--- src/hw/ppp_pkg.sv ---
package ppp_pkg;
    localparam int ADDR_W = 15;
    localparam int DATA_W = 8;
    localparam logic [14:0] ADDR_LAST = 15'h5FFF;
    localparam int PAGE_BYTES = 4;
    localparam int CLK_MHZ = 50;
    localparam int PULSE_US = 100;
    localparam int PULSE_CYC = PULSE_US * CLK_MHZ;
    localparam int SETUP_CYC = 4;
    localparam int MAX_TRIES = 10;
    localparam int TRY_W = 4;

    typedef enum logic [1:0] {
        PPP_OP_READ = 2'h0,
        PPP_OP_BYTE = 2'h1,
        PPP_OP_PAGE = 2'h2
    } ppp_op_e;

    typedef struct packed {
        ppp_op_e op;
        logic [ADDR_W-1:0] addr;
        logic [PAGE_BYTES*DATA_W-1:0] data;
    } ppp_req_s;

    typedef struct packed {
        logic ce_n;
        logic oe_n;
        logic pgm_n;
        logic reset_n;
        logic vpp_on;
        logic vpp_high;
    } ppp_ctl_s;
endpackage

--- src/hw/ppp_host.sv ---
`timescale 1ns/100ps
`default_nettype none
module ppp_host
    import ppp_pkg::*;
#(
    parameter int PULSE_CYCLES = PULSE_CYC,
    parameter int TRIES = MAX_TRIES
) (
    input wire logic clock,
    input wire logic reset,
    input wire logic req_valid,
    input wire ppp_req_s req,
    output logic req_ready,
    output logic done_pulse,
    output logic fail,
    output logic [PAGE_BYTES*DATA_W-1:0] rd_data,
    output logic [TRY_W-1:0] tries_used,
    output ppp_ctl_s ctl,
    output logic [ADDR_W-1:0] prog_addr_lines,
    output logic [DATA_W-1:0] prog_data_lines_o,
    output logic prog_data_lines_oe,
    input wire logic [DATA_W-1:0] prog_data_lines_i
);
    typedef enum logic [3:0] {
        ST_IDLE = 4'h0,
        ST_ENTER = 4'h1,
        ST_LATCH = 4'h2,
        ST_PULSE = 4'h3,
        ST_RECOV = 4'h4,
        ST_VERIFY = 4'h5,
        ST_SAMPLE = 4'h6,
        ST_DONE = 4'h7
    } ppp_st_e;

    ppp_st_e st_r;
    ppp_req_s req_r;
    logic [1:0] idx_r;
    logic [TRY_W-1:0] try_r;
    logic bad_r;
    logic tmr_load;
    logic [15:0] tmr_count;
    logic tmr_done;
    logic [DATA_W-1:0] din_meta_r, din_r;
    logic [1:0] last_idx;

    ppp_timer #(.W(16)) u_timer (
        .clock(clock),
        .reset(reset),
        .load(tmr_load),
        .count(tmr_count),
        .done(tmr_done)
    );

    // Pin data arrives asynchronously to our clock
    always_ff @(posedge clock or posedge reset) begin
        if (reset) begin
            din_meta_r <= 8'h00;
            din_r <= 8'h00;
        end else begin
            din_meta_r <= prog_data_lines_i;
            din_r <= din_meta_r;
        end
    end

    assign last_idx = (req_r.op == PPP_OP_PAGE) ? 2'h3 : 2'h0;

    always_comb begin
        tmr_load = 1'b0;
        tmr_count = 16'(SETUP_CYC);
        unique case (st_r)
            ST_IDLE: tmr_load = req_valid;
            // Pulse end reloads the setup count, which paces the recovery gap
            ST_ENTER, ST_LATCH, ST_PULSE, ST_RECOV, ST_VERIFY: tmr_load = tmr_done;
            // Reload every sample so a retried byte pulse gets its full width
            ST_SAMPLE: tmr_load = 1'b1;
            default: tmr_load = 1'b0;
        endcase
        // Next step after latching the last byte is the long pulse
        if (st_r == ST_LATCH && tmr_done && req_r.op != PPP_OP_READ && idx_r == last_idx) begin
            tmr_count = 16'(PULSE_CYCLES);
        end
        if (st_r == ST_ENTER && tmr_done && req_r.op == PPP_OP_BYTE) begin
            tmr_count = 16'(PULSE_CYCLES);
        end
        if (st_r == ST_SAMPLE && req_r.op == PPP_OP_BYTE) begin
            tmr_count = 16'(PULSE_CYCLES);
        end
    end

    // Sequencer
    always_ff @(posedge clock or posedge reset) begin
        if (reset) begin
            st_r <= ST_IDLE;
            req_r <= '0;
            idx_r <= 2'h0;
            try_r <= '0;
            bad_r <= 1'b0;
        end else begin
            unique case (st_r)
                ST_IDLE: if (req_valid) begin
                    req_r <= req;
                    idx_r <= 2'h0;
                    try_r <= '0;
                    bad_r <= 1'b0;
                    st_r <= ST_ENTER;
                end
                ST_ENTER: if (tmr_done) begin
                    if (req_r.op == PPP_OP_READ) st_r <= ST_VERIFY;
                    else if (req_r.op == PPP_OP_BYTE) st_r <= ST_PULSE;
                    else st_r <= ST_LATCH;
                end
                ST_LATCH: if (tmr_done) begin
                    if (idx_r == last_idx) begin
                        idx_r <= 2'h0;
                        st_r <= ST_PULSE;
                    end else begin
                        idx_r <= idx_r + 2'h1;
                    end
                end
                ST_PULSE: if (tmr_done) begin
                    try_r <= try_r + 1'b1;
                    st_r <= ST_RECOV;
                end
                ST_RECOV: if (tmr_done) st_r <= ST_VERIFY;
                ST_VERIFY: if (tmr_done) st_r <= ST_SAMPLE;
                ST_SAMPLE: begin
                    // Compare against the byte in flight; reads just capture
                    if (req_r.op != PPP_OP_READ && din_r != req_r.data[idx_r*DATA_W +: DATA_W]) begin
                        if (try_r >= TRY_W'(TRIES)) begin
                            bad_r <= 1'b1;
                            st_r <= ST_DONE;
                        end else begin
                            idx_r <= 2'h0;
                            st_r <= (req_r.op == PPP_OP_PAGE) ? ST_LATCH : ST_PULSE;
                        end
                    end else if (idx_r == last_idx) begin
                        st_r <= ST_DONE;
                    end else begin
                        idx_r <= idx_r + 2'h1;
                        st_r <= ST_VERIFY;
                    end
                end
                ST_DONE: st_r <= ST_IDLE;
                default: st_r <= ST_IDLE;
            endcase
        end
    end

    // Pins: supply and reset held for the whole job, strobes per state
    always_ff @(posedge clock or posedge reset) begin
        if (reset) begin
            ctl <= '{ce_n: 1'b1, oe_n: 1'b1, pgm_n: 1'b1, reset_n: 1'b1,
                     vpp_on: 1'b0, vpp_high: 1'b0};
            prog_addr_lines <= '0;
            prog_data_lines_o <= 8'h00;
            prog_data_lines_oe <= 1'b0;
        end else begin
            ctl.reset_n <= (st_r == ST_IDLE) && !req_valid;
            ctl.vpp_on <= (st_r != ST_IDLE) || req_valid;
            ctl.vpp_high <= (st_r == ST_IDLE) ? (req_valid && req.op != PPP_OP_READ)
                                              : (req_r.op != PPP_OP_READ);
            // Address wraps at the 15-bit line width (32 Kbyte); callers stay at or below ADDR_LAST
            prog_addr_lines <= req_r.addr + ADDR_W'(idx_r);
            prog_data_lines_o <= req_r.data[idx_r*DATA_W +: DATA_W];
            unique case (st_r)
                ST_LATCH: begin
                    ctl.ce_n <= 1'b1;
                    ctl.oe_n <= 1'b0;
                    ctl.pgm_n <= 1'b1;
                    prog_data_lines_oe <= 1'b1;
                end
                ST_PULSE: begin
                    ctl.ce_n <= (req_r.op == PPP_OP_PAGE);
                    ctl.oe_n <= 1'b1;
                    ctl.pgm_n <= tmr_done;
                    prog_data_lines_oe <= 1'b1;
                end
                ST_VERIFY, ST_SAMPLE: begin
                    ctl.ce_n <= 1'b0;
                    ctl.oe_n <= 1'b0;
                    ctl.pgm_n <= 1'b1;
                    prog_data_lines_oe <= 1'b0;
                end
                default: begin
                    ctl.ce_n <= 1'b1;
                    ctl.oe_n <= 1'b1;
                    ctl.pgm_n <= 1'b1;
                    prog_data_lines_oe <= (st_r == ST_ENTER) && (req_r.op == PPP_OP_BYTE);
                end
            endcase
        end
    end

    // Results to the user side
    always_ff @(posedge clock or posedge reset) begin
        if (reset) begin
            req_ready <= 1'b0;
            done_pulse <= 1'b0;
            fail <= 1'b0;
            rd_data <= '0;
            tries_used <= '0;
        end else begin
            req_ready <= (st_r == ST_IDLE) && !req_valid || (st_r == ST_DONE);
            done_pulse <= (st_r == ST_DONE);
            if (st_r == ST_DONE) begin
                fail <= bad_r;
                tries_used <= try_r;
            end
            if (st_r == ST_SAMPLE) rd_data[idx_r*DATA_W +: DATA_W] <= din_r;
        end
    end
endmodule
`default_nettype wire

--- src/hw/ppp_timer.sv ---
`timescale 1ns/100ps
`default_nettype none
module ppp_timer
    import ppp_pkg::*;
#(
    parameter int W = 16
) (
    input wire logic clock,
    input wire logic reset,
    input wire logic load,
    input wire logic [W-1:0] count,
    output logic done
);
    logic [W-1:0] cnt_r;

    always_ff @(posedge clock or posedge reset) begin
        if (reset) begin
            cnt_r <= '0;
        end else if (load) begin
            cnt_r <= count;
        end else if (cnt_r != '0) begin
            cnt_r <= cnt_r - 1'b1;
        end
    end

    // Done reads the count only, so a load driven from done forms no loop
    assign done = (cnt_r == '0);
endmodule
`default_nettype wire

--- config.mk ---
export PLATFORM = sky130hd
export DESIGN_NAME = ppp_host
export DESIGN_NICKNAME = d
export VERILOG_FILES = /design/src/hw/ppp_pkg.sv /design/src/hw/ppp_host.sv /design/src/hw/ppp_timer.sv
export SDC_FILE = /design/constraint.sdc
export NUM_CORES = 1
export LEC_CHECK = 0
export ABC_AREA = 1
export BUFFER_PORTS_ARGS = -buffer_cell sky130_fd_sc_hd__buf_2
export CAP_MARGIN = 0
export CELL_PAD_IN_SITES_DETAIL_PLACEMENT = 1
export CELL_PAD_IN_SITES_GLOBAL_PLACEMENT = 1
export CORE_UTILIZATION = 40
export CTS_CLUSTER_SIZE = 24
export DETAILED_ROUTE_END_ITERATION = 7
export PLACE_DENSITY = 0.81
export SETUP_SLACK_MARGIN = 0.15
export SLEW_MARGIN = 0
export SYNTH_ARGS = -nofsm -noshare
export SYNTH_HDL_FRONTEND = slang
export SYNTH_SLANG_ARGS = --single-unit
export TNS_END_PERCENT = 5
--- constraint.sdc ---
create_clock -name clock -period 11.5 [get_ports clock]
set_input_delay 0 -clock clock [delete_from_list [all_inputs] [get_ports clock]]
set_output_delay 0 -clock clock [all_outputs]
set_load 0.05 [all_outputs]
==> results.yml, run 1 <==
sta:
  skew_ns: 0.007001
  rsz0062_at_grt: "no"
  slew_headroom: 0.3774
  hold_violations: 0
  tightestPinTransition_ns: 0.9268
  tns_ns: 0
  period_minus_slack_ns: 3.185
  post-route-worst-setup-slack_ns: 8.315
  fin_crit_sh: 0.2770
  finalSetupViolations: 0
  slew_viol_final: 0
  fmax_mhz: 314.0
grt:
  grt_max_degree: 92
  grt_util_all_layers: 0.2450
  grt_pass1_vias: 6613
  use_met1: 0.3020
  globalRouteMet2Util: 0.4275
  grtUsageMet3: 0.03566
  grt.busiest_layer: "met2"
  antenna_found_initial: 0
  grt_overflow: 0
  grt_pass1_wl_um: 33870
logic_synthesis:
  netlist.area_leader.share: 0.5540
  synthCells: 805
  synth_top_area_cell: "dfrtp_1"
  ys_warn_count: 0
  synth-edff-count: 0
  yosysMostFrequentCell: "nand2_1"
  synth_ff_type: "dfrtp_1"
  avgSynthCellArea_sq_um: 8.754
  syn_area_sq_um: 7047
  syn_nets: 876
  synth-seq-area-share: 0.5689
  async_reset_ff_frac: 1.000
  synth_cell_types: 40
  synthTopCellsByCount: "nand2_1 (262), dfrtp_1 (156), inv_1 (69)"
  ys_ff_latch: 160
  synthTopCellsByArea: "dfrtp_1 (55%), nand2_1 (14%), nand3_1 (4.8%)"
cts:
  cts_sinks: 160
  post_cts_buffers: 0
  numCtsBuffers: 17
  htreeDepth: 4
  cts_tree: "built"
  post_cts_resized: 0
  clkTransAtPathRegs_ns: 0.07
  worstSkewPairLatency_ns: 0.43
  cts-root-buf: "clkbuf_16"
  cts_max_path_buffers: 2
critical_path:
  required_ns: 11.82
  worst-r2r-cell-count: 10
  cp_max_fo: 26
  worstSetupPathDepth: 10
  cp_data_arrival_time_ns: 3.50
  end_kind: "flop"
  critPathLaunchType: "flop"
  path_cells: "ha_1 > inv_1 > fa_1 > nor4_2 > nand2_1 > nor2_1 > nand3_1 > nor2_1 > nand3_1 > xnor2_1"
  path_buf_inv: 1
  critPathKind: "flop to flop"
  cp_top_family: "simple AND/OR/NAND/NOR gates"
  slowest_delay_ns: 0.94
  crit_slowest_cell: "dfrtp_1"
route:
  drt_iter0_drc: 339
  post-route-drc-count: 0
  vias_per_cell: 5.100
  firstDrtPassIters: 4
  ant_nets: 0
  dr_total_vias: 6253
  wl_um: 21040
  wl_per_cell_um: 17.16
layout:
  syn2layout_area_growth_pct: 28.52
  fin_nets: 1060
  num_antenna_cells: 0
  design_area_sq_um: 9056
  stdcell_count: 1226
  drive_gt1_frac: 0.1938
placed_design:
  post_dp_cell_area_sq_um: 7886
  portBuffers: 128
  place_hpwl_um: 13130
  placed_cells: 1136
  pre_cts_ws_ns: 8.378
  place_congestion: 0.7950
power_and_ir_drop:
  power_density_nw_per_um2: 267.4
  p_leak_uw: 0.004775
  ir_worst_vdd_mv: 0.1357
worst_hold_path:
  whs_path_depth: 2
  hp-class: "input pin to flop"
floorplan:
  initial_core_util: 0.4088
  die_w_um: 134.7
  die_h_um: 134.7
  rows: 48
  core_sq_um: 17240
  io_pins: 129
  die_area_sq_um: 18150
run:
  cap_viol_max_count: 0
outcome:
  status: "completed"
-- cell type report --
type,instances,area (sq um)
Sequential cell,160,4009
Tap cell,225,281.5
Clock inverter,13,140.1
Timing Repair Buffer,189,1246
Clock buffer,18,439.2
Multi-Input combinational cell,544,2644
Inverter,77,296.5
Fill cell,2057,8180
-- repair_timing --
item	in CTS	in global routing
hold buffers	59	0
endpoints found under the setup margin	0	0
hold endpoints to repair	146	0
-- registers in the layout (all words and copies together) (netlist names) --
name	flops
idx_r	2
prog_data_lines_oe	1
done_pulse	1
ctl	6
bad_r	1
rd_data	32
st_r	3
din_r	8
req_r	49
din_meta_r	8
prog_data_lines_o	8
fail	1
tries_used	4
try_r	4
u_timer.cnt_r	16
req_ready	1
prog_addr_lines	15
-- worst reg2reg max path, stage by stage (launching register included) --
cell and delay, ns:
dfrtp_1 0.94, ha_1 0.31, inv_1 0.06, fa_1 0.44
nor4_2 0.41, nand2_1 0.10, nor2_1 0.20, nand3_1 0.15
nor2_1 0.18, nand3_1 0.13, xnor2_1 0.15
-- per-layer routing --
layer	up-vias	routed length, um
met4	0	558
met2	170	10720
li1	2948	-
met5	-	0
met3	47	728
met1	3088	9034
-- worst paths after layout --
path                                    startpoint                            end  slack [ns]
hold reg to reg            din_meta_r[0]$_DFF_PP0_             din_r[0]$_DFF_PP0_        0.35
max in group asynchronous                    reset             din_r[1]$_DFF_PP0_        9.80
min in group asynchronous                    reset        rd_data[14]$_DFFE_PP0P_        0.29
hold / removal                prog_data_lines_i[4]        din_meta_r[4]$_DFF_PP0_        0.21
setup / recovery              idx_r[0]$_DFFE_PP0P_  prog_addr_lines[14]$_DFF_PP0_        8.31
setup reg to reg              idx_r[0]$_DFFE_PP0P_  prog_addr_lines[14]$_DFF_PP0_        8.31
-- placed cells by master, fill, tap and decap left out, types with 4 or more instances in the layout --
master,synthesis,layout
a21oi_1,19,19
buf_2,8,128
clkbuf_16,0,17
clkinv_2,0,4
clkinv_4,0,5
dfrtp_1,156,156
dfstp_2,4,4
dlygate4sd3_1,0,59
ha_1,10,10
inv_1,69,68
inv_2,7,7
nand2_1,262,262
nand2_2,4,4
nand3_1,67,67
nand4_1,16,16
nor2_1,48,48
nor2_4,3,4
nor3_1,9,9
o21ai_0,56,56
o21ai_1,4,4
xnor2_1,4,4
xor2_1,14,14
-- through the flow --
stage / util / hold WS [ns] / power [uW]
finish: 0.5254 / 0.2069 / 2421
global route: 0.5254 / 0.2084 / 2569
CTS: 0.5254 / 0.2009 / 2426
detailed placement: 0.4575 / 0.1125 / 1825
global placement: 0.4575 / 0.1087 / 1790
floorplan: - / 0.03143 / 1574
-- report_power, final --
| part | internal (uW) | switching [uW] |
|---|---|---|
| registers | 751 | 138 |
| logic | 253 | 715 |
| clock network | 325 | 240 |
| total | 1330 | 1090 |
-- logic make-up after synthesis --
group,synth area share
buffers and inverters,0.05664
muxes,0.003196
DFF,0.5689
and+or+nand+nor,0.2566
xor gates and xnor gates,0.02237
AOI/OAI and AO/OA,0.07173
adders and majority gates,0.02060
No activity file was read; power rests on OpenSTA's default activity.
==> run 2: changes to the inputs <==
Clock period 11.5 ns to 3.1 ns, I/O delays scaled along.
==> run 2 against run 1 <==
- non-clock buffer count increased by 6
- final area up 0.84%
- maximum frequency increased by 33%
- critical path depth decreased by 3
==> results.yml, run 2 (same netlist as run 1, synthesis figures left out) <==
sta:
  post-route-worst-setup-slack_ns: 0.7023
  slew_viol_final: 0
  fin_crit_sh: 0.7734
  skew_ns: 0.01118
  hold_violations: 0
  fmax_mhz: 417.1
  period_minus_slack_ns: 2.398
  tns_ns: 0
  tightestPinTransition_ns: 0.8724
  rsz0062_at_grt: "no"
  finalSetupViolations: 0
  slew_headroom: 0.4172
critical_path:
  critPathLaunchType: "flop"
  cp_data_arrival_time_ns: 2.76
  rr_endpoint: "rd_data[18]$_DFFE_PP0P_"
  crit_slowest_cell: "ha_1"
  cp_max_fo: 25
  path_cells: "buf_4 > inv_2 > ha_1 > nand2_1 > nor2_1 > nand3_1 > nand2_1"
  timing.rr.start: "idx_r[0]$_DFFE_PP0P_"
  worst-r2r-cell-count: 7
  required_ns: 3.46
  slowest_delay_ns: 0.60
  critPathKind: "flop to flop"
  end_kind: "flop"
  path_buf_inv: 2
  rrSetupSlack_ns: 0.70
  crit_top_cell: "nand2_1"
  cp_top_family: "simple AND/OR/NAND/NOR gates"
worst_hold_path:
  hold_start: "prog_data_lines_i[1]"
  min_to: "din_meta_r[1]$_DFF_PP0_"
  hp-class: "input pin to flop"
  whs_path_depth: 2
cts:
  htreeDepth: 4
  numCtsBuffers: 17
  worstSkewPairLatency_ns: 0.44
  cts-root-buf: "clkbuf_16"
  cts_tree: "built"
  cts_max_path_buffers: 2
  post_cts_resized: 0
  cts_sinks: 160
  clkTransAtPathRegs_ns: 0.06
power_and_ir_drop:
  p_leak_uw: 0.004800
  ir_worst_vdd_mv: 0.5481
  power_density_nw_per_um2: 983.4
grt:
  antenna_found_initial: 0
  grt_overflow: 0
  grt_pass1_wl_um: 32460
  grt_max_degree: 66
  grt_util_all_layers: 0.2336
  grt_pass1_vias: 6466
run:
  cap_viol_max_count: 0
route:
  vias_per_cell: 4.961
  firstDrtPassIters: 4
  wl_per_cell_um: 16.35
  top_layer_used: "met4"
  dr_total_vias: 6112
  wl_met3_um: 748
  ant_nets: 0
  wl_met1_um: 8743
  drt_iter0_drc: 288
  post-route-drc-count: 0
  wl_um: 20150
  routed-wl-met2_um: 10170
floorplan:
  die_w_um: 134.7
  die_h_um: 134.7
  initial_core_util: 0.4088
  io_pins: 129
  core_sq_um: 17240
  rows: 48
  die_area_sq_um: 18150
layout:
  layout_common_cells: "nand2_1 (262), dfrtp_1 (156), buf_2 (128)"
  syn2layout_area_growth_pct: 29.60
  num_antenna_cells: 0
  finish.utilization: 0.5298
  top_register: "req_r"
  register_area_sq_um: 4009
  drive_gt1_frac: 0.1966
  multiInputGateArea_sq_um: 2644
  largest_register_ffs: 49
  fill_cells: 2068
  fin_nets: 1066
  largestRegisters: "req_r x49, rd_data x32, u_timer.cnt_r x16"
  final_common_cell: "nand2_1"
placed_design:
  pre_cts_ws_ns: 0.7582
  place_congestion: 0.8443
  place_hpwl_um: 13270
  portBuffers: 128
outcome:
  status: "completed"
[run 2: cell count changes in the layout (fill, tap and decap cells not counted), sizes merged]
cell,before,now
inv,78,76
bufinv,2,3
clkinv,9,4
clkbuf,18,20
clkinvlp,1,5
buf,130,136
[run 2: metal layers]
metal,track usage,vias to the layer above
li1,-,2963
met1,0.2886,2976
met2,0.4075,140
met3,0.04167,33
met4,0.08677,0
met5,0,-
[run 2: cell type report]
| type | instances | area share |
|---|---|---|
| clock inverter | 11 | 0.01534 |
| tap | 225 | 0.03083 |
| clock buffer | 20 | 0.04891 |
| multi-input combinational | 544 | 0.2895 |
| timing repair buffer | 195 | 0.1441 |
| sequential | 160 | 0.4390 |
| inverter | 77 | 0.03233 |
[run 2: worst max path at each step]
stage	slack, ns	cells after the start	start	end
2_1_floorplan	0.85	10	idx_r[0]$_DFFE_PP0P_	prog_addr_lines[14]$_DFF_PP0_
5_1_grt	0.50	7	idx_r[0]$_DFFE_PP0P_	rd_data[21]$_DFFE_PP0P_
6_report	0.70	7	idx_r[0]$_DFFE_PP0P_	rd_data[18]$_DFFE_PP0P_
3_3_place_gp	0.83	7	idx_r[0]$_DFFE_PP0P_	rd_data[17]$_DFFE_PP0P_
3_5_place_dp	0.76	7	idx_r[0]$_DFFE_PP0P_	rd_data[18]$_DFFE_PP0P_
4_1_cts	0.71	7	idx_r[0]$_DFFE_PP0P_	rd_data[18]$_DFFE_PP0P_
[run 2: report_power, final]
part           leakage [uW]  internal [uW]  total [uW]  switching [uW]
clock network      0.000278           1280        2110             838
logic               0.00249            978        3650            2670
registers           0.00203           2790        3220             432
total               0.00480           5040        8980            3940
[run 2: repair_timing]
item                                   in CTS  in global routing
hold buffers                               59                  0
setup buffers                               0                  0
endpoints found under the hold margin      97                  0
[run 2: through the flow]
step	hold slack, ns	area (sq um)	power (uW)	instances
floorplan	0.03143	7051	5839	805
global placement	0.1088	7955	6684	1142
detailed placement	0.1100	7955	6824	1142
CTS	0.1982	9133	9045	1232
global route	0.2232	9133	9543	1232
finish	0.2102	9133	8981	1232
